$ cat src/pmr_defs.vh
// constants for the phase monitor readback block: register indices,
// field positions, reset values and timing figures.
// assumes inclusion by bare name from the design files.
`ifndef PMR_DEFS_VH
`define PMR_DEFS_VH

// =============================================================
// register indices (byte address is four times the index)
`define PMR_IDX_SRC_SEL       10'h04b
`define PMR_IDX_NOISE_WIN    10'h076
`define PMR_IDX_PHASE_LO     10'h077
`define PMR_IDX_PHASE_HI     10'h078
`define PMR_IDX_ALARM_DLY    10'h079

// =============================================================
// field positions
`define PMR_BIT_SRC_SEL      4
`define PMR_BIT_WIN_EN       7
`define PMR_ALARM_MSB        5

// =============================================================
// reset values
`define PMR_RST_SRC_SEL      8'h00
`define PMR_RST_NOISE_WIN    8'h06
`define PMR_RST_PHASE        16'h0000
`define PMR_RST_ALARM_DLY    8'h32

// =============================================================
// timing and filter figures
`define PMR_CLK_HZ           250000000
`define PMR_WIN_PCT          5
`define PMR_CNT_W            17
`define PMR_PD_SAMPLE_HZ     8000
`define PMR_FILT_BW_HZ       100
// shift k gives a bandwidth of about fs / (2*pi*2^k): 8000 Hz, k=4 -> ~80 Hz
`define PMR_FILT_SHIFT       4

// =============================================================
// axi4-lite responses
`define PMR_RESP_OKAY        2'h0
`define PMR_RESP_DECERR      2'h3

`endif

$ cat src/pmr_phase_avg.v
// first-order phase averaging low-pass filter for the readback value.
// assumes one sample strobe per detector update, synchronous reset.
`timescale 1ns/10ps
`include "pmr_defs.vh"

module pmr_phase_avg (
   input  wire        aclk,
   input  wire        aresetn,
   input  wire        sample_en,
   input  wire [15:0] phase_in,
   output reg  [15:0] phase_avg
);

   localparam K     = `PMR_FILT_SHIFT;
   localparam ACC_W = 16 + K;

   // =============================================================
   // accumulator holds the average scaled by 2^k
   reg  signed [ACC_W-1:0] acc_r;
   wire signed [ACC_W-1:0] x_ext;
   wire signed [ACC_W-1:0] decay;
   wire signed [ACC_W:0]   sum;

   assign x_ext = {{K{phase_in[15]}}, phase_in};
   assign decay = acc_r >>> K;
   assign sum   = {acc_r[ACC_W-1], acc_r} + {x_ext[ACC_W-1], x_ext}
                - {decay[ACC_W-1], decay};

   always @(posedge aclk) begin
      if (!aresetn) begin
         acc_r     <= {ACC_W{1'b0}};
         phase_avg <= `PMR_RST_PHASE;
      end else begin
         if (sample_en) begin
            acc_r <= sum[ACC_W-1:0];
         end
         phase_avg <= acc_r[ACC_W-1:K];
      end
   end

endmodule

$ cat src/pmr_phase_monitor.v
// phase monitor register bank: edge window for low-frequency references,
// averaged phase error readback and alarm delay field, on axi4-lite.
// assumes all inputs synchronous to aclk; host reads bytes as one pair.
//
// Overview of operation
// - window enabled: low-frequency edges outside 5% of expected time dropped
// - readback comes from main or auxiliary dpll per source select bit
// - selected detector output is averaged by a ~80 Hz low-pass filter
// - phase error is 16-bit signed, low and high bytes read-only
// - noise window bits 6:0 and alarm delay bits 7:6 have no function
// - alarm delay bits 5:0 unsigned, value times two gives seconds
`timescale 1ns/10ps
`include "pmr_defs.vh"

module pmr_phase_monitor (
   input  wire        aclk,
   input  wire        aresetn,
   // axi4-lite slave
   input  wire [11:0] s_axi_awaddr,
   input  wire        s_axi_awvalid,
   output reg         s_axi_awready,
   input  wire [31:0] s_axi_wdata,
   input  wire [3:0]  s_axi_wstrb,
   input  wire        s_axi_wvalid,
   output reg         s_axi_wready,
   output reg  [1:0]  s_axi_bresp,
   output reg         s_axi_bvalid,
   input  wire        s_axi_bready,
   input  wire [11:0] s_axi_araddr,
   input  wire        s_axi_arvalid,
   output reg         s_axi_arready,
   output reg  [31:0] s_axi_rdata,
   output reg  [1:0]  s_axi_rresp,
   output reg         s_axi_rvalid,
   input  wire        s_axi_rready,
   // reference edge path
   input  wire        ref_edge,
   input  wire        ref_is_lowfreq,
   output reg         pd_edge,
   output reg         edge_rejected,
   // phase detector outputs
   input  wire        pd_sample,
   input  wire [15:0] main_dpll_phase,
   input  wire [15:0] auxiliary_dpll_phase,
   // alarm delay in seconds for the alarm timer
   output reg  [6:0]  alarm_delay_s
);

   localparam CW = `PMR_CNT_W;
   // window width and percent divisor sized to the tolerance product
   localparam integer  WIN_PCT_I = `PMR_WIN_PCT;
   localparam [CW+2:0] WIN_PCT   = WIN_PCT_I[CW+2:0];
   localparam [CW+2:0] PCT_DIV   = {{(CW-4){1'b0}}, 7'd100};

   // =============================================================
   // helpers
   function hit;
      input [11:0] addr;
      input [9:0]  idx;
      begin
         hit = (addr[11:2] == idx);
      end
   endfunction

   function mapped;
      input [11:0] addr;
      begin
         mapped = hit(addr, `PMR_IDX_SRC_SEL) |
                  hit(addr, `PMR_IDX_NOISE_WIN) |
                  hit(addr, `PMR_IDX_PHASE_LO) |
                  hit(addr, `PMR_IDX_PHASE_HI) |
                  hit(addr, `PMR_IDX_ALARM_DLY);
      end
   endfunction

   // =============================================================
   // registers
   reg  [7:0]    src_sel_r;
   reg  [7:0]    noise_win_r;
   reg  [7:0]    phase_hi_snap_r;
   reg           aw_full_r;
   reg           w_full_r;
   reg  [11:0]   aw_addr_r;
   reg  [7:0]    w_byte_r;
   reg           w_strb_r;
   wire [15:0]   phase_avg;
   wire          win_en;
   wire          readback_source_select;
   wire [7:0]    alarm_cfg;

   assign win_en                 = noise_win_r[`PMR_BIT_WIN_EN];
   assign readback_source_select = src_sel_r[`PMR_BIT_SRC_SEL];
   // alarm delay is read-only: bits 7:6 stay zero, no function
   assign alarm_cfg = `PMR_RST_ALARM_DLY & 8'h3f;

   // =============================================================
   // axi4-lite write channel
   always @(posedge aclk) begin
      if (!aresetn) begin
         s_axi_awready <= 1'b1;
         s_axi_wready  <= 1'b1;
         s_axi_bvalid  <= 1'b0;
         s_axi_bresp   <= `PMR_RESP_OKAY;
         aw_full_r     <= 1'b0;
         w_full_r      <= 1'b0;
         aw_addr_r     <= 12'h000;
         w_byte_r      <= 8'h00;
         w_strb_r      <= 1'b0;
         src_sel_r     <= `PMR_RST_SRC_SEL;
         noise_win_r   <= `PMR_RST_NOISE_WIN;
      end else begin
         if (s_axi_awvalid && s_axi_awready) begin
            aw_full_r     <= 1'b1;
            aw_addr_r     <= s_axi_awaddr;
            s_axi_awready <= 1'b0;
         end
         if (s_axi_wvalid && s_axi_wready) begin
            w_full_r     <= 1'b1;
            w_byte_r     <= s_axi_wdata[7:0];
            w_strb_r     <= s_axi_wstrb[0];
            s_axi_wready <= 1'b0;
         end
         if (aw_full_r && w_full_r && !s_axi_bvalid) begin
            aw_full_r    <= 1'b0;
            w_full_r     <= 1'b0;
            s_axi_bvalid <= 1'b1;
            s_axi_bresp  <= mapped(aw_addr_r) ? `PMR_RESP_OKAY
                                              : `PMR_RESP_DECERR;
            // phase bytes and alarm delay ignore writes
            if (w_strb_r && hit(aw_addr_r, `PMR_IDX_SRC_SEL)) begin
               src_sel_r <= w_byte_r;
            end
            if (w_strb_r && hit(aw_addr_r, `PMR_IDX_NOISE_WIN)) begin
               noise_win_r <= w_byte_r;
            end
         end
         if (s_axi_bvalid && s_axi_bready) begin
            s_axi_bvalid  <= 1'b0;
            s_axi_awready <= 1'b1;
            s_axi_wready  <= 1'b1;
         end
      end
   end

   // =============================================================
   // axi4-lite read channel
   // reading the low byte freezes the high byte, so the pair is coherent
   // even though the filter output moves between the two reads
   always @(posedge aclk) begin
      if (!aresetn) begin
         s_axi_arready   <= 1'b1;
         s_axi_rvalid    <= 1'b0;
         s_axi_rdata     <= 32'h00000000;
         s_axi_rresp     <= `PMR_RESP_OKAY;
         phase_hi_snap_r <= 8'h00;
      end else begin
         if (s_axi_arvalid && s_axi_arready) begin
            s_axi_arready <= 1'b0;
            s_axi_rvalid  <= 1'b1;
            s_axi_rresp   <= mapped(s_axi_araddr) ? `PMR_RESP_OKAY
                                                  : `PMR_RESP_DECERR;
            s_axi_rdata   <= 32'h00000000;
            if (hit(s_axi_araddr, `PMR_IDX_SRC_SEL)) begin
               s_axi_rdata <= {24'h000000, src_sel_r};
            end
            if (hit(s_axi_araddr, `PMR_IDX_NOISE_WIN)) begin
               s_axi_rdata <= {24'h000000, noise_win_r};
            end
            if (hit(s_axi_araddr, `PMR_IDX_PHASE_LO)) begin
               s_axi_rdata     <= {24'h000000, phase_avg[7:0]};
               phase_hi_snap_r <= phase_avg[15:8];
            end
            if (hit(s_axi_araddr, `PMR_IDX_PHASE_HI)) begin
               s_axi_rdata <= {24'h000000, phase_hi_snap_r};
            end
            if (hit(s_axi_araddr, `PMR_IDX_ALARM_DLY)) begin
               s_axi_rdata <= {24'h000000, alarm_cfg};
            end
         end
         if (s_axi_rvalid && s_axi_rready) begin
            s_axi_rvalid  <= 1'b0;
            s_axi_arready <= 1'b1;
         end
      end
   end

   // =============================================================
   // phase readback: source select and averaging
   reg  [15:0] pd_sel_r;
   reg         pd_sample_r;

   always @(posedge aclk) begin
      if (!aresetn) begin
         pd_sel_r    <= 16'h0000;
         pd_sample_r <= 1'b0;
      end else begin
         pd_sample_r <= pd_sample;
         pd_sel_r    <= readback_source_select ? auxiliary_dpll_phase
                                               : main_dpll_phase;
      end
   end

   pmr_phase_avg u_avg (
      .aclk      (aclk),
      .aresetn   (aresetn),
      .sample_en (pd_sample_r),
      .phase_in  (pd_sel_r),
      .phase_avg (phase_avg)
   );

   // =============================================================
   // edge window for low-frequency references
   // expected time is the last accepted spacing; a missed edge slides the
   // expectation one period on, so a single dropout does not lock it out
   reg  [CW-1:0] cnt_r;
   reg  [CW-1:0] per_r;
   wire [CW+2:0] tol_wide;
   wire [CW-1:0] tol;
   wire [CW:0]   lo_lim;
   wire [CW:0]   hi_lim;
   wire          in_win;
   wire          filt_on;

   assign tol_wide = ({3'h0, per_r} * WIN_PCT) / PCT_DIV;
   assign tol      = tol_wide[CW-1:0];
   assign lo_lim   = {1'b0, per_r} - {1'b0, tol};
   assign hi_lim   = {1'b0, per_r} + {1'b0, tol};
   assign in_win   = ({1'b0, cnt_r} >= lo_lim) && ({1'b0, cnt_r} <= hi_lim);
   assign filt_on  = win_en && ref_is_lowfreq && (per_r != {CW{1'b0}});

   always @(posedge aclk) begin
      if (!aresetn) begin
         cnt_r         <= {CW{1'b0}};
         per_r         <= {CW{1'b0}};
         pd_edge       <= 1'b0;
         edge_rejected <= 1'b0;
      end else begin
         pd_edge       <= 1'b0;
         edge_rejected <= 1'b0;
         if (cnt_r != {CW{1'b1}}) begin
            cnt_r <= cnt_r + {{(CW-1){1'b0}}, 1'b1};
         end
         if (ref_edge) begin
            if (!filt_on || in_win) begin
               pd_edge <= 1'b1;
               per_r   <= cnt_r;
               cnt_r   <= {CW{1'b0}};
            end else begin
               edge_rejected <= 1'b1;
            end
         end else if (filt_on && ({1'b0, cnt_r} > hi_lim)) begin
            cnt_r <= cnt_r - per_r - {{(CW-1){1'b0}}, 1'b1};
         end
      end
   end

   // =============================================================
   // alarm delay in seconds
   always @(posedge aclk) begin
      if (!aresetn) begin
         alarm_delay_s <= 7'h00;
      end else begin
         alarm_delay_s <= {alarm_cfg[`PMR_ALARM_MSB:0], 1'b0};
      end
   end

endmodule

$ cat config.mk
export PLATFORM = sky130hd
export DESIGN_NAME = pmr_phase_monitor
export DESIGN_NICKNAME = d
export VERILOG_FILES = /design/src/pmr_phase_avg.v /design/src/pmr_phase_monitor.v
export VERILOG_INCLUDE_DIRS = /design/src
export SDC_FILE = /design/constraint.sdc
export NUM_CORES = 1
export LEC_CHECK = 0
export BUFFER_PORTS_ARGS = -buffer_cell sky130_fd_sc_hd__buf_2
export CAP_MARGIN = 20
export CORE_AREA = 2 2 157 159
export DETAILED_ROUTE_END_ITERATION = 12
export DIE_AREA = 0 0 159 161
export PLACE_DENSITY = 0.8
export SETUP_SLACK_MARGIN = 0.5
export SLEW_MARGIN = 20
export SYNTH_ARGS = -nofsm -noshare
export SYNTH_HDL_FRONTEND = slang
export SYNTH_SLANG_ARGS = --single-unit
$ cat constraint.sdc
create_clock -name aclk -period 14.7 [get_ports aclk]
set_input_delay 2.94 -clock aclk [delete_from_list [all_inputs] [get_ports aclk]]
set_output_delay 2.94 -clock aclk [all_outputs]
set_load 0.02 [all_outputs]
# After elaboration in Yosys (flattened, before gate mapping)
# Index checks and enable logic that the tools add are counted.
classes:
  n_eq_ne: 11
  n_addsub: 7
  n_bitwise: 9
  magnitude_cmp: 3
  n_mux: 15
  div_mod_pow: 1
  reduce_logical: 25
  n_mul: 1
op_table:
  columns: ["operator", "n"]
  rows:
  - ["32-bit 2-to-1 mux", 4]
  - ["10-bit by 7-bit == test with 1-bit output (second input constant)", 10]
  - ["17-bit 2-to-1 mux", 4]
  - ["20-bit by 16-bit adder with 20-bit output", 1]
  - ["20-bit by 7-bit divider with 20-bit output (second input constant)", 1]
  - ["17-bit by 3-bit multiplier with 20-bit output (second input constant)", 1]
  - ["20-bit subtractor", 1]
  - ["17-bit by 17-bit adder with 18-bit output", 1]
  - ["17-bit by 18-bit greater-or-equal comparator with 1-bit output", 1]
  - ["17-bit by 18-bit greater-than comparator with 1-bit output", 1]
  - ["17-bit by 18-bit <= comparator with 1-bit output", 1]
  - ["17-bit by 17-bit subtractor with 18-bit output", 1]
  - ["17-bit by 1-bit adder with 17-bit output (second input constant)", 1]
  - ["17-bit inequality test (second input constant)", 1]
  - ["17-bit nonzero test", 1]
  - ["17-bit by 1-bit subtractor with 17-bit output (second input constant)", 1]
  - ["17-bit subtractor", 1]
  - ["16-bit 2-to-1 mux", 1]
  - ["1-bit logical AND", 13]
  - ["2-bit AND reduction", 5]
  - ["8-bit 2-to-1 mux", 1]
  - ["1-bit OR", 8]
  - ["7-bit 2-to-1 mux", 1]
  - ["2-bit OR reduction", 3]
  - ["5 further kinds", 8]
word_totals:
  out_inout_bits: 50
  reg_bits: 184
  inputBits: 102

# Logic depth before layout (Yosys ltp)
# Gate-level depths: netlist of the first run.
depth:
  depth_word: 8
  depth_mapped: 76
  ltp_nobuf: 69

# Hierarchy
# A second synthesis of the first run with hierarchy kept.
hier_totals:
  hier_cells: 1739
  area_unflattened_um2: 14147.3
by_module_without_submodules:
  columns: ["module", "seq_area_each_um2", "cells_per_inst", "n_inst", "area_each_um2"]
  rows:
  - ["pmr_phase_monitor", 2282.2, 1411, 1, 11362.1]
  - ["pmr_phase_avg", 720.7, 328, 1, 2785.2]

# Worst setup path after synthesis of the first run
# OpenSTA, ideal clock, no wires.
synth_path:
  path_type: "flip-flop to flip-flop"
  startpoint: "register per_r[1]"
  endpoint: "register per_r[0]"
  stages_incl_launch_ff: 69
  t_required_ns: 14.585
  slack_ns: 1.179
  n_path_buf: 5
  synth_period_minus_slack_ns: 13.521
  setup_ns: 0.115
  arrival_time_ns: 13.406
  cell_sequence: "dfxtp_1 -> ha_1 -> ha_1 -> inv_1 -> fa_1 -> nand2b_1 -> a21o_1 -> a21oi_2 -> a21boi_4 -> xnor2_2 -> o22ai_1 -> a211oi_1 -> o31a_1 -> mux2_2 -> nor2_1 -> o22ai_1 -> a211o_1 -> nor2_2 -> [33 not listed] -> a21oi_1 -> xnor2_1 -> ha_1 -> a21o_1 -> a21o_1 -> a21oi_1 -> o21ai_0 -> a21o_1 -> a21o_1 -> a21oi_1 -> nor2_1 -> o31ai_1 -> a21boi_0 -> and2_1 -> clkbuf_1 -> clkbuf_1 -> o21ai_0 -> and2_1"
synth_between:
  elab_chain_len: 7
  word_cells_on_any_way: 12
  classes_between: "add/sub (2); mul (1); div (1); order compare (2); reduce/logical (6)"
synth_lines:
  columns: ["item", "line", "source"]
  rows:
  - ["start: declaration", "pmr_phase_monitor.v:216", "reg [CW-1:0] per_r;"]
  - ["start signal: assignment", "pmr_phase_monitor.v:234", "per_r <= {CW{1'b0}};"]
  - ["start signal: assignment", "pmr_phase_monitor.v:246", "per_r <= cnt_r;"]
  - ["17-bit by 3-bit multiplier with 20-bit output", "pmr_phase_monitor.v:224", "assign tol_wide = ({3'h0, per_r} * WIN_PCT) / PCT_DIV;"]
  - ["20-bit by 7-bit divider with 20-bit output", "pmr_phase_monitor.v:224", null]
  - ["17-bit by 17-bit subtractor with 18-bit output or 17-bit by 17-bit adder with 18-bit output (tied branches)", "pmr_phase_monitor.v:226, pmr_phase_monitor.v:227", null]
  - ["17-bit by 18-bit greater-or-equal comparator with 1-bit output or 17-bit by 18-bit <= comparator with 1-bit output (tied branches)", "pmr_phase_monitor.v:228", "assign in_win = ({1'b0, cnt_r} >= lo_lim) && ({1'b0, cnt_r} <= hi_lim);"]
  - ["1-bit logical AND", "pmr_phase_monitor.v:228", null]
  - ["1-bit logical OR (*)", "pmr_phase_monitor.v:244", "if (!filt_on || in_win) begin"]
  - ["2-bit AND reduction (no line) (*)", null, null]
# Every way passes the cells marked *; elsewhere a longest branch is shown, timed or not.
# A chain may end at the register's enable or synchronous reset.

# Final worst setup path of the first run
layout_path:
  startpoint: "register per_r[3]"
  endpoint: "register per_r[16]"
# The elaborated chain is that of the path after synthesis.

==> impl_metrics.toml, run 1 <==
[outcome]
outcome = "finished clean"

[setup_path]
reg2reg_slack_ns = 0.52
worst_setup_path_end_kind = "register"
worstPathMaxFanout = 10
r2r-end = "per_r[16]$_SDFFE_PN0P_"
path_buf_inv = 8
ff2ff_path_depth = 71
cpLargestDelayFamily = "compound AO/OA/AOI/OAI gates"
path_common_cell = "a21oi_2"
timing.rr.start = "per_r[3]$_SDFFE_PN0P_"
crit_arrival_ns = 14.49
start_kind = "register"
path_class = "register to register"
slowest_stage = "or3_4"
critPathRequiredTime_ns = 15.01
slowest_delay_ns = 0.46

[min_path]
hold_end = "aw_addr_r[9]$_SDFFE_PN0P_"
hold_class = "register to register"
worstHoldStart = "aw_addr_r[9]$_SDFFE_PN0P_"
min_path_cells = 2

[floorplan]
die_area_mm2 = 0.0256
die_height_um = 161
start_util_pct = 59.0
row_count = 57
die_w_um = 159
io_pins = 152
core_area_mm2 = 0.0240

[clock_tree]
clockBufferDepth = 2
clk_pin_slew_ns = 0.07
hold_buffers = 0
htreeDepth = 4
cts_root_buf = "clkbuf_16"
worstSkewPairLatency_ns = 0.42
cts_tree = "yes"
clkSinkCount = 150
cts_buffers = 17

[global_route]
grt_pass1_wl_um = 57500
grt_pass1_vias = 12600
track_usage_pct = 26.1
antenna_found_initial = 0
grt_remaining_overflow = 0
grt_max_degree = 116

[layout]
fillers = 1584
drive_gt1_share_pct = 26.1
stdcell_count = 2265
nets = 2185
area_growth_pct = 25.1
diodes = 0

[power]
sequentialPowerShare_pct = 32.9
p_comb_share_pct = 35.1
clock_power_share_pct = 32.1
p_sw_mw = 0.478
p_per_area_mw_per_mm2 = 80.3
ir_drop_mv = 0.0985
sw_frac_of_total_pct = 33.7
power.leakage_nw = 7.63
total_power_mw = 1.42
intPower_mw = 0.942

[sta]
tightest_slew_ns = 1.07
maxSlewViolCount = 0
final.period_utilization_pct = 96.5
fin_tns_setup_ns = 0
hold_slack_ns = 0.471
grt_setup_unrepaired = "yes"
slew_headroom_pct = 28.8
clock.fmax_mhz = 70.5
setup-violations-final = 0
fin_crit_ns = 14.18
fin_skew_ns = 0.0130
finalHoldViolations = 0
setup_slack_ns = 0.521

[placed_design]
hpwl_um = 25500
post-place-ws_ns = -0.155
port_buffers = 92
dpl.cell_count = 2168
place_congestion = 0.861

[yosys]
async_flop_share_pct = 0
syn-cell-area_mm2 = 0.0141
synth_warnings = 0
yosysSeqAreaShare_pct = 21.2
syn_avg_cell_area_um2 = 8.22
synth_seq_cells = 150
synth.distinct_cells = 111
synth_edf_count = 0
synth_cells = 1721
synth_ff_type = "dfxtp_1"

[routing]
ant_nets = 0
wire_per_inst_um = 17.4
wl_um = 39500
viasPerCell = 6.06
drtIter0Drc = 1110
post-route-drc-count = 0
dr_total_vias = 13700
dr.pass1.iters = 6

[flow_run]
maxCapViolations = 0
[registers in the layout, summed over array words and instances, names as in the netlist, 8 cells and up]
register / count
s_axi_rdata: 8
noise_win_r: 8
per_r: 17
src_sel_r: 8
u_avg.acc_r: 20
u_avg.phase_avg: 16
w_byte_r: 8
pd_sel_r: 16
cnt_r: 17
phase_hi_snap_r: 8
aw_addr_r: 10
[metrics by stage]
step                      area, um^2  utilization (%)
after floorplan                14200                -
after global placement         15300             63.9
after detailed placement       15300             64.0
after CTS                      16300             67.9
after global routing           17700             73.8
final                          17700             73.8
[worst max path at each step]
stage / startpoint / endpoint / slack (ns) / depth (start not counted)
6_report: per_r[3]$_SDFFE_PN0P_ / per_r[16]$_SDFFE_PN0P_ / 0.52 / 71
5_1_grt: per_r[2]$_SDFFE_PN0P_ / cnt_r[7]$_SDFF_PN0_ / -0.003 / 69
4_1_cts: per_r[3]$_SDFFE_PN0P_ / cnt_r[9]$_SDFF_PN0_ / 0.50 / 69
3_5_place_dp: per_r[3]$_SDFFE_PN0P_ / per_r[16]$_SDFFE_PN0P_ / -0.16 / 68
3_3_place_gp: per_r[3]$_SDFFE_PN0P_ / per_r[1]$_SDFFE_PN0P_ / 0.32 / 68
2_1_floorplan: per_r[1]$_SDFFE_PN0P_ / per_r[0]$_SDFFE_PN0P_ / 1.18 / 68
[timing repair]
action / 4_1_cts / 5_1_grt
cloned: 0 / 3
pin swaps: 8 / 87
buffers inserted: 9 / 53
gates resized for setup: 47 / 196
endpoints found under the setup margin: 36 / 36
[tightest hold or removal path, cell delays in order, from the launching register on]
cell	delay, ns
dfxtp_1	0.31
nand2_1	0.05
a21boi_0	0.07
[power by group through the flow]
stage / Sequential, mW / Combinational (mW) / Clock (mW)
6_report: 0.467 / 0.498 / 0.455
5_1_grt: 0.470 / 0.564 / 0.474
4_1_cts: 0.467 / 0.491 / 0.458
3_5_place_dp: 0.476 / 0.477 / 0
3_3_place_gp: 0.475 / 0.448 / 0
2_1_floorplan: 0.468 / 0.395 / 0
[cell usage in the layout, fill, tap and decap left out, drive strengths merged, types with 11 or more instances in the layout]
cell type,Yosys,routed
buf,51,246
inv,147,150
dfxtp,150,150
ha,132,132
nand2,125,125
a21oi,124,124
nor2,91,91
xnor2,89,89
nor2b,80,80
mux2i,71,71
o21ai,69,69
o21bai,46,46
and2,46,46
a21o,34,34
xor2,30,30
a21boi,29,29
nor3,29,29
conb,1,28
nand3,27,27
nand2b,25,25
o211ai,24,24
fa,23,23
clkbuf,37,21
o22ai,20,20
a22oi,18,18
nand4,14,14
a31oi,13,13
a211oi,13,13
or3,12,12
and3,11,11
[synth_stat cells, types with 7 or more instances]
| cell | count | share of area (%) |
|---|---|---|
| ha_1 | 132 | 12 |
| o211ai_1 | 23 | 1.2 |
| a31oi_1 | 12 | 0.53 |
| a21o_1 | 34 | 1.8 |
| a211oi_1 | 7 | 0.37 |
| o21bai_1 | 46 | 2.4 |
| and3_1 | 11 | 0.49 |
| fa_1 | 23 | 3.3 |
| nor4_1 | 8 | 0.35 |
| inv_1 | 142 | 3.8 |
| mux2i_1 | 70 | 5.0 |
| a21boi_0 | 26 | 1.4 |
| nor2b_1 | 80 | 3.5 |
| o21ai_1 | 14 | 0.50 |
| o22ai_1 | 18 | 0.80 |
| dfxtp_1 | 150 | 21 |
| o21a_1 | 10 | 0.53 |
| xnor2_1 | 85 | 5.3 |
| o211a_1 | 9 | 0.64 |
| o21ai_0 | 54 | 1.9 |
| a211o_1 | 8 | 0.50 |
| buf_2 | 7 | 0.25 |
| buf_4 | 34 | 1.8 |
| nand4_1 | 14 | 0.62 |
| nor2_1 | 89 | 2.4 |
| a21oi_1 | 122 | 4.3 |
| nand2_1 | 123 | 3.3 |
| a22oi_1 | 18 | 0.96 |
| nor3_1 | 24 | 0.85 |
| nand3_1 | 26 | 0.92 |
| clkbuf_1 | 37 | 0.98 |
| o31ai_1 | 7 | 0.37 |
| and2_1 | 45 | 2.0 |
| xor2_1 | 29 | 1.8 |
| or3_1 | 10 | 0.44 |
| nand2b_1 | 25 | 1.1 |
[kinds of logic (layout without fill, tap and decap cells)]
logic type | count (synthesis) | count (layout) | share of synthesized area, %
AO/OA/AOI/OAI | 485 | 486 | 24.4
XOR/XNOR | 119 | 119 | 7.64
adder cells (fa/ha/maj) | 157 | 157 | 15.1
buffers and inverters | 236 | 428 | 7.58
flip-flops | 150 | 150 | 21.2
multiplexers | 74 | 74 | 5.32
other | 1 | 28 | 0.0265
AND/OR/NAND/NOR | 499 | 499 | 18.7
[layout make-up]
| type | instances | area, um^2 | area share (%) |
|---|---|---|---|
| Inverter | 148 | 561 | 3.17 |
| Clock inverter | 13 | 173 | 0.977 |
| Timing Repair Buffer | 248 | 1760 | 9.96 |
| Sequential cell | 150 | 3020 | 17.1 |
| Clock buffer | 19 | 443 | 2.50 |
| Tap cell | 324 | 405 | 2.29 |
| Multi-Input combinational cell | 1363 | 11300 | 64.0 |
[routing by layer]
metal	global-route usage [%]	vias to the layer above	wire, um	share of wire [%]
met4	6.90	0	1290	3.3
li1	-	6437	-	-
met2	47.3	576	19800	50
met3	3.08	140	2070	5.2
met1	32.9	6573	16300	41
met5	0	-	0	0
(Power assumes the default switching activity.)
==> inputs of run 2 (changes only) <==
Settings changed: ABC_AREA from default to 1, CORE_AREA 2 2 157 159 to 2 2 154 156, DIE_AREA 0 0 159 161 to 0 0 156 158, PLACE_DENSITY 0.8 to 0.81.
==> run 2 against run 1 <==
  * Clock skew fell by 0.0013 ns
  * Core utilization decreased by 9.6 points
  * Sequential cell count is the same
  * First-iteration DRC count fell by 31%
  * Area after synthesis is 3.8% lower
  * Synthesized cell count is 13% higher
  * Sequential share of layout area rose by 3.2 points
  * Maximum frequency up 9.5%
  * Wire length shrank 24%
==> impl_metrics.toml, run 2 <==
[sta]
setup-violations-final = 0
fin_tns_setup_ns = 0
tightest_slew_ns = 0.914
fin_crit_ns = 12.95
finalHoldViolations = 0
clock.fmax_mhz = 77.2
maxSlewViolCount = 0
grt_setup_unrepaired = "no"
final.period_utilization_pct = 88.1
setup_slack_ns = 1.75
slew_headroom_pct = 38.7
fin_skew_ns = 0.0116

[placed_design]
post-place-ws_ns = 1.41
dpl.cell_count = 2295
hpwl_um = 23300
place_congestion = 0.873
port_buffers = 92

[setup_path]
start_kind = "register"
slowest_stage = "dfxtp_1"
critPathRequiredTime_ns = 15.06
cpLargestDelayFamily = "simple AND/OR/NAND/NOR gates"
path_buf_inv = 9
path_common_cell = "nand2_1"
crit_start = "per_r[13]$_SDFFE_PN0P_"
slowest_delay_ns = 0.53
timing.rr.start = "per_r[13]$_SDFFE_PN0P_"
worst_setup_path_end_kind = "register"
crit_arrival_ns = 13.31
path_class = "register to register"
worstPathMaxFanout = 39

[yosys]
synth_seq_cells = 150
async_flop_share_pct = 0
synth_area_leaders = "dfxtp_1 22%, ha_1 12%, inv_1 9.6%"
synth_top_cell_by_area = "dfxtp_1"
yosysSeqAreaShare_pct = 22.1
synth_edf_count = 0
yosysMostFrequentCell = "inv_1"
synth_common_cells = "349 x inv_1, 294 x nand2_1, 161 x a21oi_1"
syn_avg_cell_area_um2 = 6.97
yosysTopAreaCellShare_pct = 22.1
synth_warnings = 0
synth_ff_type = "dfxtp_1"
syn-cell-area_mm2 = 0.0136
synth_cells = 1950
synth.distinct_cells = 57

[layout]
layout_common_cells = "348 x inv_1, 294 x nand2_1, 161 x a21oi_1"
stdcell_count = 2330
diodes = 0
area_growth_pct = 8.79
drive_gt1_share_pct = 15.0
registers.top_by_ff_count = "u_avg.acc_r"
layout_commonest_cell = "inv_1"
nets = 2284
largest_reg_flops = 20
reg_top3 = "u_avg.acc_r (20), cnt_r (17), per_r (17)"

[routing]
dr_total_vias = 12300
ant_nets = 0
dr.pass1.iters = 5
viasPerCell = 5.30
drtIter0Drc = 767
post-route-drc-count = 0
wire_per_inst_um = 12.9
wl_um = 29900

[clock_tree]
cts_root_buf = "clkbuf_16"
worstSkewPairLatency_ns = 0.44
clk_pin_slew_ns = 0.06
clockBufferDepth = 2
cts_buffers = 17
cts_tree = "yes"
clkSinkCount = 150
hold_buffers = 0
htreeDepth = 4

[global_route]
grt_remaining_overflow = 0
grt_max_degree = 97
antenna_found_initial = 0
grt_pass1_vias = 11400
grt_pass1_wl_um = 50700
track_usage_pct = 24.7

[outcome]
outcome = "finished clean"

[floorplan]
io_pins = 152
die_area_mm2 = 0.0246
start_util_pct = 59.0
row_count = 56
die_w_um = 156
die_height_um = 158
core_area_mm2 = 0.0231

[min_path]
hold_class = "register to register"
worstHoldStart = "noise_win_r[3]$_SDFFE_PN0P_"

[flow_run]
maxCapViolations = 0
-- run 2: changes by cell type in the layout (fill, tap and decap cells not counted), moves of 70 or more --
cell,previous run,this run
nand2_1,121,294
nor2b_1,80,0
o21ai_0,45,135
nor2_1,81,151
buf_4,142,6
inv_1,141,348
-- run 2: worst register-to-register path: cells and delay by family (launching register included) --
family          cells  cell delay (ns)
fa+ha+maj           5             1.66
compound gates     18             2.74
flops               1             0.53
buf+inv             9             0.86
simple gates       62             6.93
xor+xnor            1             0.14
-- run 2: through the flow --
stage          cell area, um^2  util [%]  hold slack (ns)
2_1_floorplan            13700         -            0.420
3_3_place_gp             14200      61.5            0.431
3_5_place_dp             14200      61.5            0.442
4_1_cts                  14800      64.0            0.452
5_1_grt                  14800      64.2            0.478
6_report                 14800      64.2            0.449
-- run 2: worst paths after layout --
path / to / slack [ns] / depth (start not counted)
min reg2reg: noise_win_r[3]$_SDFFE_PN0P_ / 0.45 / 2
max: cnt_r[0]$_SDFF_PN0_ / 1.75 / 95
max reg2reg: cnt_r[0]$_SDFF_PN0_ / 1.75 / 95
min: noise_win_r[3]$_SDFFE_PN0P_ / 0.45 / 2
-- run 2: area by class of cell --
type | count | area [um^2]
multi-input combinational | 1388 | 8930
fill | 1960 | 8260
sequential | 150 | 3010
inverter | 371 | 1400
timing repair buffer | 99 | 517
clock buffer | 18 | 439
tap | 290 | 363
clock inverter | 14 | 140
-- run 2: logic make-up (layout without fill, tap and decap cells) --
logic type               Yosys count  after routing  share of synthesized area, %
flip-flops                       150            150                          22.1
adder cells (fa/ha/maj)          155            155                          15.5
XOR/XNOR                          89             89                          5.73
AO/OA/AOI/OAI                    391            391                          16.3
other                              1             28                        0.0276
AND/OR/NAND/NOR                  725            725                          27.3
buffers and inverters            439            502                          13.0
-- run 2: per-layer routing --
| layer | track usage, % | wire [um] | share of wire [%] | vias up |
|---|---|---|---|---|
| met5 | 0 | 0 | 0 | - |
| met4 | 8.21 | 499 | 1.7 | 0 |
| met3 | 3.12 | 1150 | 3.8 | 41 |
| met2 | 42.4 | 14200 | 48 | 271 |
| met1 | 32.2 | 14000 | 47 | 5659 |
| li1 | - | - | - | 6369 |
-- run 2: repair_timing --
item,4_1_cts,5_1_grt
buffers inserted,0,3
hold endpoints to repair,0,0
setup endpoints to repair,0,33
gates resized for setup,0,7
Power of run 2 is left out: the tool's default activity adds up to more than one toggle a clock period on the data nets, which glitch-free logic cannot reach.
